### src/hw/dstc_pkg.sv
package dstc_pkg;

  // register bus
  localparam int          ADDR_W           = 8;
  localparam int          DATA_W           = 8;
  localparam int          NUM_OUT          = 5;

  // register indices
  localparam logic [7:0]  REG_CTRL         = 8'h00;
  localparam logic [7:0]  REG_MASK         = 8'h01;
  localparam logic [7:0]  REG_STATUS       = 8'h02;
  localparam logic [7:0]  REG_IRQ_STAT     = 8'h03;
  localparam logic [7:0]  REG_IRQ_CLR      = 8'h04;
  localparam logic [7:0]  REG_IRQ_EN       = 8'h05;
  localparam logic [7:0]  REG_DS_ONOFF     = 8'h06;
  localparam logic [7:0]  REG_LS_ONOFF     = 8'h07;
  localparam logic [7:0]  REG_DELAY_BASE   = 8'h10;

  // field positions
  localparam int          CTRL_REQ_BIT     = 0;
  localparam int          CTRL_SEL_BIT     = 1;
  localparam int          CTRL_GPIO_CFG    = 2;
  localparam int          MASK_THERM_BIT   = 5;
  localparam int          ST_DEEP_BIT      = 0;
  localparam int          ST_THERM_BIT     = 1;
  localparam int          ST_LONG_BIT      = 2;
  localparam int          EV_THERM_BIT     = 0;
  localparam int          EV_DS_ENTER_BIT  = 1;
  localparam int          EV_DS_EXIT_BIT   = 2;
  localparam int          EV_LONG_BIT      = 3;
  localparam int          NUM_EV           = 4;

  // reset values
  localparam logic [7:0]  DS_ONOFF_RST     = 8'h00;
  localparam logic [7:0]  LS_ONOFF_RST     = 8'h00;
  localparam logic [7:0]  DELAY_RST        = 8'h01;
  localparam logic [3:0]  IRQ_EN_RST       = 4'h0;

  // timing
  localparam int          CLK_HZ           = 25_000_000;
  localparam int          LONG_PRESS_MS    = 32;
  localparam int          LONG_PRESS_CYC   = CLK_HZ / 1000 * LONG_PRESS_MS;
  localparam int          PRESS_CNT_W      = 20;
  localparam int          TICK_US          = 10;
  localparam int          TICK_CYC         = CLK_HZ / 1_000_000 * TICK_US;
  localparam int          TICK_CNT_W       = 8;

  typedef enum logic [1:0] {ST_ACTIVE, ST_DEEP, ST_THERMAL} dstc_state_t;

endpackage

### src/hw/dstc_ctrl.sv
module dstc_ctrl
  import dstc_pkg::*;
#(
  parameter int LONG_PRESS_CYCLES = LONG_PRESS_CYC
)
(
  input  wire logic                sys_clk,
  input  wire logic                rst,
  input  wire logic [ADDR_W-1:0]   addr,
  input  wire logic [DATA_W-1:0]   wdata,
  input  wire logic                wr_en,
  input  wire logic                rd_en,
  output logic      [DATA_W-1:0]   rdata,
  input  wire logic                factory_config_image,
  input  wire logic                gpio_ctrl,
  input  wire logic                pushbutton_n,
  input  wire logic                over_temp,
  output logic      [NUM_OUT-1:0]  reg_enable,
  output logic                     reset_out_n,
  output logic                     deep_sleep,
  output logic                     irq
);

  logic [1:0]              gpio_sync;
  logic [1:0]              pb_sync;
  logic [1:0]              temp_sync;
  logic                    deep_sleep_request;
  logic                    deep_sleep_combine_select;
  logic                    gpio_is_ctrl;
  logic                    thermal_interrupt_mask;
  logic [NUM_OUT-1:0]      ds_onoff;
  logic [NUM_OUT-1:0]      ls_onoff;
  logic [7:0]              delay_val [NUM_OUT];
  logic [PRESS_CNT_W-1:0]  press_cnt;
  logic                    long_press;
  logic                    long_press_q;
  logic [NUM_EV-1:0]       irq_stat;
  logic [NUM_EV-1:0]       irq_en;
  logic [NUM_EV-1:0]       events;
  logic [TICK_CNT_W-1:0]   tick_cnt;
  logic                    tick;
  logic                    enter_cond;
  logic                    strap_taken;
  logic [7:0]              out_cnt [NUM_OUT];
  logic [NUM_OUT-1:0]      out_on;
  logic [NUM_OUT-1:0]      target;
  dstc_state_t             state;
  dstc_state_t             next_state;

  // pin synchronisers
  always_ff @(posedge sys_clk)
  begin
    if (rst)
    begin
      gpio_sync <= 2'h0;
      pb_sync   <= 2'h3;
      temp_sync <= 2'h0;
    end
    else
    begin
      gpio_sync <= {gpio_sync[0], gpio_ctrl};
      pb_sync   <= {pb_sync[0], pushbutton_n};
      temp_sync <= {temp_sync[0], over_temp};
    end
  end

  // pushbutton low-time counter
  always_ff @(posedge sys_clk)
  begin
    if (rst || pb_sync[1])
      press_cnt <= '0;
    else if (!long_press)
      press_cnt <= press_cnt + PRESS_CNT_W'(1);
  end

  assign long_press = (press_cnt > PRESS_CNT_W'(LONG_PRESS_CYCLES));

  always_ff @(posedge sys_clk)
  begin
    if (rst)
      long_press_q <= 1'b0;
    else
      long_press_q <= long_press;
  end

  // factory selector caught after reset release
  always_ff @(posedge sys_clk)
  begin
    if (rst)
    begin
      strap_taken               <= 1'b0;
      deep_sleep_combine_select <= 1'b0;
    end
    else if (!strap_taken)
    begin
      strap_taken               <= 1'b1;
      deep_sleep_combine_select <= factory_config_image;
    end
  end

  // control registers; the port stays live in every state
  always_ff @(posedge sys_clk)
  begin
    if (rst)
    begin
      deep_sleep_request     <= 1'b0;
      gpio_is_ctrl           <= 1'b0;
      thermal_interrupt_mask <= 1'b0;
      ds_onoff               <= DS_ONOFF_RST[NUM_OUT-1:0];
      ls_onoff               <= LS_ONOFF_RST[NUM_OUT-1:0];
      irq_en                 <= IRQ_EN_RST;
    end
    else
    begin
      if (long_press)
        deep_sleep_request <= 1'b0;
      else if (wr_en && addr == REG_CTRL)
        deep_sleep_request <= wdata[CTRL_REQ_BIT];
      if (wr_en && addr == REG_CTRL)
        gpio_is_ctrl <= wdata[CTRL_GPIO_CFG];
      if (wr_en && addr == REG_MASK)
        thermal_interrupt_mask <= wdata[MASK_THERM_BIT];
      if (wr_en && addr == REG_DS_ONOFF)
        ds_onoff <= wdata[NUM_OUT-1:0];
      if (wr_en && addr == REG_LS_ONOFF)
        ls_onoff <= wdata[NUM_OUT-1:0];
      if (wr_en && addr == REG_IRQ_EN)
        irq_en <= wdata[NUM_EV-1:0];
    end
  end

  // per-output delay registers
  for (genvar i = 0; i < NUM_OUT; i++)
  begin : g_dly
    always_ff @(posedge sys_clk)
    begin
      if (rst)
        delay_val[i] <= DELAY_RST;
      else if (wr_en && addr == REG_DELAY_BASE + 8'(i))
        delay_val[i] <= wdata;
    end
  end

  // entry condition
  always_comb
  begin
    if (!gpio_is_ctrl)
      enter_cond = deep_sleep_request;
    else if (deep_sleep_combine_select)
      enter_cond = deep_sleep_request | gpio_sync[1];
    else
      enter_cond = deep_sleep_request & gpio_sync[1];
  end

  // power state machine
  always_comb
  begin
    next_state = state;
    case (state)
      ST_ACTIVE:
        if (temp_sync[1])
          next_state = ST_THERMAL;
        else if (enter_cond && !long_press)
          next_state = ST_DEEP;
      ST_DEEP:
        if (temp_sync[1])
          next_state = ST_THERMAL;
        else if (!enter_cond || long_press)
          next_state = ST_ACTIVE;
      ST_THERMAL:
        if (!temp_sync[1])
          next_state = ST_ACTIVE;
      default:
        next_state = ST_ACTIVE;
    endcase
  end

  always_ff @(posedge sys_clk)
  begin
    if (rst)
      state <= ST_ACTIVE;
    else
      state <= next_state;
  end

  // sequencing tick divider
  always_ff @(posedge sys_clk)
  begin
    if (rst || tick)
      tick_cnt <= '0;
    else
      tick_cnt <= tick_cnt + TICK_CNT_W'(1);
  end

  assign tick = (tick_cnt == TICK_CNT_W'(TICK_CYC - 1));

  // per-output sequencing: switch after own delay
  always_comb
  begin
    if (state == ST_DEEP)
      target = ds_onoff;
    else
      target = {NUM_OUT{1'b1}};
  end

  for (genvar i = 0; i < NUM_OUT; i++)
  begin : g_seq
    always_ff @(posedge sys_clk)
    begin
      if (rst)
      begin
        out_on[i]  <= 1'b1;
        out_cnt[i] <= '0;
      end
      else if (state == ST_THERMAL)
      begin
        out_on[i]  <= 1'b0;
        out_cnt[i] <= '0;
      end
      else if (out_on[i] == target[i])
        out_cnt[i] <= '0;
      else if (tick)
      begin
        if (out_cnt[i] >= delay_val[i])
        begin
          out_on[i]  <= target[i];
          out_cnt[i] <= '0;
        end
        else
          out_cnt[i] <= out_cnt[i] + 8'h01;
      end
    end
  end

  assign reg_enable  = (state == ST_THERMAL) ? '0 : out_on;
  assign reset_out_n = (state != ST_THERMAL);
  assign deep_sleep  = (state == ST_DEEP);

  // interrupt status, set wins over clear
  assign events[EV_THERM_BIT]    = (next_state == ST_THERMAL) && (state != ST_THERMAL)
                                   && !thermal_interrupt_mask;
  assign events[EV_DS_ENTER_BIT] = (next_state == ST_DEEP) && (state != ST_DEEP);
  assign events[EV_DS_EXIT_BIT]  = (next_state != ST_DEEP) && (state == ST_DEEP);
  assign events[EV_LONG_BIT]     = long_press && !long_press_q;

  always_ff @(posedge sys_clk)
  begin
    if (rst)
      irq_stat <= '0;
    else if (wr_en && addr == REG_IRQ_CLR)
      irq_stat <= (irq_stat & ~wdata[NUM_EV-1:0]) | events;
    else
      irq_stat <= irq_stat | events;
  end

  assign irq = |(irq_stat & irq_en);

  // read data, one cycle after the strobe
  always_ff @(posedge sys_clk)
  begin
    if (rst)
      rdata <= '0;
    else if (rd_en)
    begin
      if (addr == REG_CTRL)
        rdata <= {5'h00, gpio_is_ctrl, deep_sleep_combine_select, deep_sleep_request};
      else if (addr == REG_MASK)
        rdata <= {2'h0, thermal_interrupt_mask, 5'h00};
      else if (addr == REG_STATUS)
        rdata <= {5'h00, long_press, state == ST_THERMAL, state == ST_DEEP};
      else if (addr == REG_IRQ_STAT)
        rdata <= {4'h0, irq_stat};
      else if (addr == REG_IRQ_EN)
        rdata <= {4'h0, irq_en};
      else if (addr == REG_DS_ONOFF)
        rdata <= {3'h0, ds_onoff};
      else if (addr == REG_LS_ONOFF)
        rdata <= {3'h0, ls_onoff};
      else if (addr >= REG_DELAY_BASE && addr < REG_DELAY_BASE + 8'(NUM_OUT))
        rdata <= delay_val[3'(addr - REG_DELAY_BASE)];
      else
        rdata <= '0;
    end
    else
      rdata <= '0;
  end
endmodule // dstc_ctrl

### config.mk
export PLATFORM = sky130hd
export DESIGN_NAME = dstc_ctrl
export DESIGN_NICKNAME = d
export VERILOG_FILES = /design/src/hw/dstc_pkg.sv /design/src/hw/dstc_ctrl.sv
export SDC_FILE = /design/constraint.sdc
export NUM_CORES = 1
export LEC_CHECK = 0
export BUFFER_PORTS_ARGS = -buffer_cell sky130_fd_sc_hd__buf_2
export CORE_MARGIN = 2
export CORE_UTILIZATION = 50
export CTS_CLUSTER_DIAMETER = 200
export CTS_CLUSTER_SIZE = 20
export DETAILED_ROUTE_END_ITERATION = 10
export MAX_ROUTING_LAYER = met4
export PLACE_DENSITY = 0.64
export SLEW_MARGIN = 20
export SYNTH_ARGS = -nofsm -noshare
export SYNTH_HDL_FRONTEND = slang
export SYNTH_SLANG_ARGS = --single-unit
### constraint.sdc
create_clock -name sys_clk -period 3.8 [get_ports sys_clk]
set_clock_uncertainty 0.2 [all_clocks]
set_input_delay 0.76 -clock sys_clk [delete_from_list [all_inputs] [get_ports sys_clk]]
set_output_delay 0.76 -clock sys_clk [all_outputs]
set_load 0.03 [all_outputs]
==> Word-level counts from Yosys, hierarchy flattened <==
Memory sizes are Yosys's and may differ from the RTL's.
Cells that the tools add are included.
{ "totals": {"regBits": 73, "latch_bits": 0, "mem_bits_rw": 80, "mem_bits_ro": 0, "in_bits": 24, "output_inout_bits": 16, "word_cells": 318, "n_memories": 2} }
{ "op_classes": {"n_addsub": 8, "multipliers": 0, "div_mod_pow": 0, "magnitude_cmp": 8, "eq_ne": 30, "shifts": 0, "mux": 165, "bitwise_logic": 34, "n_reduce_logical": 45} }
{ "mem_list": {"columns": ["memory", "words", "width", "rd", "rd_ports_with_merged_regs", "write_ports", "line_no", "rtl"], "rows": [
  ["delay_val", 5, 8, 6, 0, 5, "dstc_ctrl.sv:33", "logic [7:0] delay_val [NUM_OUT];"],
  ["out_cnt", 5, 8, 5, 0, 5, "dstc_ctrl.sv:44", "logic [7:0] out_cnt [NUM_OUT];"]
]} }
{ "op_table": {"columns": ["operator", "n"], "rows": [
  ["two-way mux 8 bit", 25],
  ["two-way mux 1 bit", 123],
  ["adder 8 x 1 -> 8 bit, second input constant", 6],
  ["two-way mux 6 bit", 7],
  ["== test 8 x 5 -> 1 bit, second input constant", 5],
  [">= comparator 8 bit", 5],
  ["== test 8 x 3 -> 1 bit, second input constant", 4],
  ["bitwise OR 1 bit", 26],
  ["adder 20 x 1 -> 20 bit, second input constant", 1],
  ["greater-than comparator 20 bit, second input constant", 1],
  ["logical AND 1 bit", 18],
  ["== test 8 x 2 -> 1 bit, second input constant", 2],
  ["AND reduction 3 bit", 5],
  ["!= test 2 bit, second input constant", 6],
  ["nonzero test 2 bit", 6],
  ["two-way mux 2 bit", 5],
  ["two-way mux 5 bit", 2],
  ["OR reduction 10 bit", 1],
  ["AND 4 bit", 2],
  ["== test 8 x 1 -> 1 bit, second input constant", 1],
  ["== test 8 bit, second input constant", 1],
  [">= comparator 8 x 5 -> 1 bit, second input constant", 1],
  ["logical NOT 8 bit", 1],
  ["less-than comparator 8 x 5 -> 1 bit, second input constant", 1],
  ["other kinds (20)", 35]
]} }

==> Depth between registers and ports, before layout <==
{ "logic_depth": {"depth_word": 13, "mapped_depth": 8, "mapped_depth_nobuf": 7} }

==> Worst setup path after synthesis <==
Ideal clock, no wire load.
{ "synth_path": {"path_type": "in2reg", "startpoint": "input addr[0]", "endpoint": "memory delay_val[3][0] (enable)", "setup_ns": 0.384, "arrival_ns": 2.386, "required_time_ns": 3.216, "setup_slack_ns": 0.830, "cell_stages": 5, "n_path_buf": 3, "cell_sequence": "buf_2 -> clkbuf_1 -> clkbuf_1 -> nand2_1 -> o21ai_0"} }
{ "synth_rtl": {"columns": ["element", "line_no", "rtl"], "rows": [
  ["from (decl)", "dstc_ctrl.sv:9", "input wire logic [ADDR_W-1:0] addr,"],
  ["to (decl)", "dstc_ctrl.sv:33", null]
]} }

==> Worst setup path after layout <==
{ "layout_path": {"startpoint": "register state[1]", "endpoint": "output reg_enable[0]"} }
{ "layout_via": {"elab_chain_len": 2} }
{ "layout_rtl": {"columns": ["element", "line_no", "rtl"], "rows": [
  ["from (decl)", "dstc_ctrl.sv:47", "dstc_state_t state;"],
  ["from (signal assigned)", "dstc_ctrl.sv:183", "state <= next_state;"],
  ["== test 2 bit", "dstc_ctrl.sv:235", "assign reg_enable = (state == ST_THERMAL) ? '0 : out_on;"],
  ["two-way mux 5 bit", "dstc_ctrl.sv:235", null],
  ["to (decl)", "dstc_ctrl.sv:18", "output logic [NUM_OUT-1:0] reg_enable,"]
]} }
No other way between the ends.

==> flow_summary.yaml <==
sta:
  min_period_ns: 3.289
  hold_slack_ns: 0.2180
  fin_tns_setup_ns: 0
  finalMaxSlewViolations: 0
  fin_crit_sh_pct: 86.57
  slew_headroom_pct: 46.49
  hold_viol: 0
  setup_viol: 0
  rsz0062_at_grt: "no"
  clock.fmax_mhz: 304.0
  fin_ws_ns: 0.5105
  tightest_slew_ns: 0.8010
clock_network:
  clk_latency_ns: 0.42
  cts_hold_buffers: 0
  cts_tree: "built"
  cts_resized: 0
  clockRootBuffer: "clkbuf_16"
  cts_sinks: 153
  clkTransAtPathRegs_ns: 0.06
  post_cts_buffers: 0
  htreeDepth: 4
  numCtsBuffers: 17
  clockBufferDepth: 2
detailed_routing:
  drt-initial-drc-count: 563
  routedWlPerCell_um: 18.09
  antenna_left: 0
  drc: 0
  wl_um: 20390
  drtPass1Iterations: 5
  vias: 6485
  vias_per_cell: 5.754
critical_path:
  crit_buf_inv: 1
  r2r_start: "out_cnt[4][2]"
  r2r_slack_ns: 1.09
  r2r-end: "out_cnt[4][7]"
  cpMaxStageDelayCell: "nor2b_1"
  crit_top_cell: "nor2b_1"
  cpLargestDelayFamily: "simple AND/OR/NAND/NOR gates"
  path_max_fanout: 20
  cp_data_required_time_ns: 2.84
  arrival_ns: 2.33
  end_kind: "output pin"
  cp-start-kind: "flip-flop"
  crit_path_max_incr_delay_ns: 0.72
  rr_worst_depth: 6
  critical_path_class: "flip-flop to output pin"
  crit_chain: "nor2b_1, nor2b_1, buf_2"
power:
  power_frac_comb_pct: 6.2
  cellInternalPower_mw: 2.894
  sequentialPowerShare_pct: 48.0
  swShare_pct: 23.43
  leakage_nw: 3.999
  switching_power_mw: 0.8857
  clkPwrFrac_pct: 45.9
  peakVddDrop_mv: 0.2969
  powerDensity_mw_per_mm2: 401.7
logic_synthesis:
  avgSynthCellArea_um2: 9.812
  synth_ff_type: "edfxtp_1"
  ys_warn_count: 0
  synth_nets: 928
  synth_top_area_share_pct: 28.64
  synth_cells: 855
  seq_area_frac_synth_pct: 46.06
  ys_ff_latch: 153
  ys_top_cells_by_area: "edfxtp_1 29%, dfxtp_1 17%, ha_1 7.3%, nor2_1 5.2%, mux2i_1 3.5%"
  synthArstFlopShare_pct: 0
  syn_area_mm2: 0.008389
  synth_edf_count: 80
  synth_cell_types: 64
  ys_top_cells_by_count: "116 x nor2_1, 80 x edfxtp_1, 73 x dfxtp_1, 61 x inv_1, 49 x ha_1"
  yosysMostFrequentCell: "nor2_1"
  synth_top_cell_by_area: "edfxtp_1"
floorplanning:
  fp.dieH_um: 133.5
  initial_core_util_pct: 50.95
  core_mm2: 0.01647
  ioPinCount: 40
  core.rowCount: 47
  dieArea_mm2: 0.01783
  die_x_um: 133.5
cells_and_area:
  drive_above_1_share_pct: 11.14
  num_antenna_cells: 0
  finalNetCount: 967
  area_delta_synth_final_pct: 12.16
global_routing:
  grt.total_usage_pct: 24.09
  grt_pass1_wl_um: 32600
  antenna_found_initial: 0
  grt_max_degree: 32
  grt_overflow: 0
  first_global_vias: 6218
place:
  hpwl_um: 15210
  place_ws_ns: 0.8919
  gp_congestion: 0.9211
  io_buffers: 39
min_path:
  worstHoldStart: "pb_sync[0]"
  hold_path_class: "flip-flop to flip-flop"
  min_path_cells: 1
  hold_end: "pb_sync[1]"
run_status:
  run_status: "finished clean"
flow_run:
  max-cap-violations: 0
-- power groups by stage --
stage / combinational, mW / clock, mW / sequential [mW]
3_5_place_dp: 0.232 / 0 / 1.85
3_3_place_gp: 0.226 / 0 / 1.85
5_1_grt: 0.259 / 1.82 / 1.82
2_1_floorplan: 0.155 / 0 / 1.83
6_report: 0.233 / 1.73 / 1.81
4_1_cts: 0.233 / 1.76 / 1.81
-- worst max-delay path by stage --
stage | cells after the start | end | slack [ns] | startpoint
final | 3 | reg_enable[0] | 0.51 | state[1]
after floorplan | 5 | delay_val[3][0] | 0.83 | addr[0]
after global routing | 3 | reg_enable[0] | 0.37 | state[1]
after detailed placement | 5 | delay_val[2][0] | 0.89 | addr[2]
after global placement | 5 | delay_val[4][5] | 0.96 | addr[3]
after CTS | 3 | reg_enable[0] | 0.55 | state[1]
-- state kept, by name, summed over array words and instances, names as in the netlist, 2 cells and up --
signal and flops:
delay_val 40, ds_onoff 5, state 2, rdata 8
temp_sync 2, press_cnt 20, irq_en 4, out_on 5
out_cnt 40, tick_cnt 8, irq_stat 4, gpio_sync 2
pb_sync 2, ls_onoff 5
-- worst register-to-register path: stages (launching register included) --
cell      delay, ns
edfxtp_1       0.47
ha_1           0.35
a211oi_1       0.22
o21ai_0        0.11
a21oi_1        0.48
nand3_1        0.51
nor2_1         0.23
-- cell type report --
cell class / instances / area (um^2)
fillers: 1425 / 7057
multi-input cells: 614 / 4185
flip-flops and latches: 153 / 3864
clock buffers: 18 / 429.2
well taps: 220 / 275.3
repair buffers: 47 / 255.2
inverters: 61 / 229.0
clock inverters: 14 / 171.4
-- per-stage QoR --
step | std cells | area, um^2 | power (mW) | utilization [%]
2_1_floorplan | 855 | 8389 | 1.985 | -
3_3_place_gp | 1095 | 8808 | 2.073 | 53.50
3_5_place_dp | 1095 | 8808 | 2.080 | 53.50
4_1_cts | 1127 | 9409 | 3.805 | 57.14
5_1_grt | 1127 | 9409 | 3.899 | 57.14
6_report | 1127 | 9409 | 3.780 | 57.14
-- layout by cell type (no fill, tap or decap), types with 4 or more instances in the layout --
| cell type | n |
|---|---|
| a21o_1 | 11 |
| o21ai_0 | 30 |
| mux4_2 | 6 |
| or3_1 | 11 |
| a21oi_1 | 21 |
| clkbuf_16 | 17 |
| a211oi_1 | 4 |
| ha_1 | 49 |
| nand2b_1 | 14 |
| or2_2 | 4 |
| nand4_1 | 8 |
| and3_1 | 19 |
| xnor2_1 | 12 |
| or4_1 | 5 |
| o31ai_1 | 5 |
| dfxtp_1 | 73 |
| buf_2 | 39 |
| clkinvlp_4 | 5 |
| a311oi_1 | 5 |
| a41o_1 | 6 |
| a31oi_1 | 21 |
| xor2_1 | 28 |
| nor3_1 | 20 |
| buf_4 | 8 |
| nor2_1 | 116 |
| a2111o_1 | 5 |
| inv_1 | 61 |
| nor2b_1 | 18 |
| o32ai_1 | 5 |
| nand2_1 | 40 |
| edfxtp_1 | 80 |
| and2_1 | 28 |
| nand3_1 | 48 |
| mux2i_1 | 29 |
-- kinds of logic after synthesis --
family,synth area share (%)
adder cells (fa/ha/maj),7.308
multiplexers,5.339
flip-flops,46.06
AND/OR/NAND/NOR,20.69
XOR/XNOR,4.176
buffers and inverters,4.057
AO/OA/AOI/OAI,12.38
-- per-layer routing --
metal  up-vias  share of wire (%)  track usage (%)
met2       176                 47            38.86
met4         0                1.6            7.270
met5         -                  0                -
met3        27                4.9            4.072
met1      3105                 46            31.32
li1       3177                  -                -
Power figures use the tool's default switching activity.
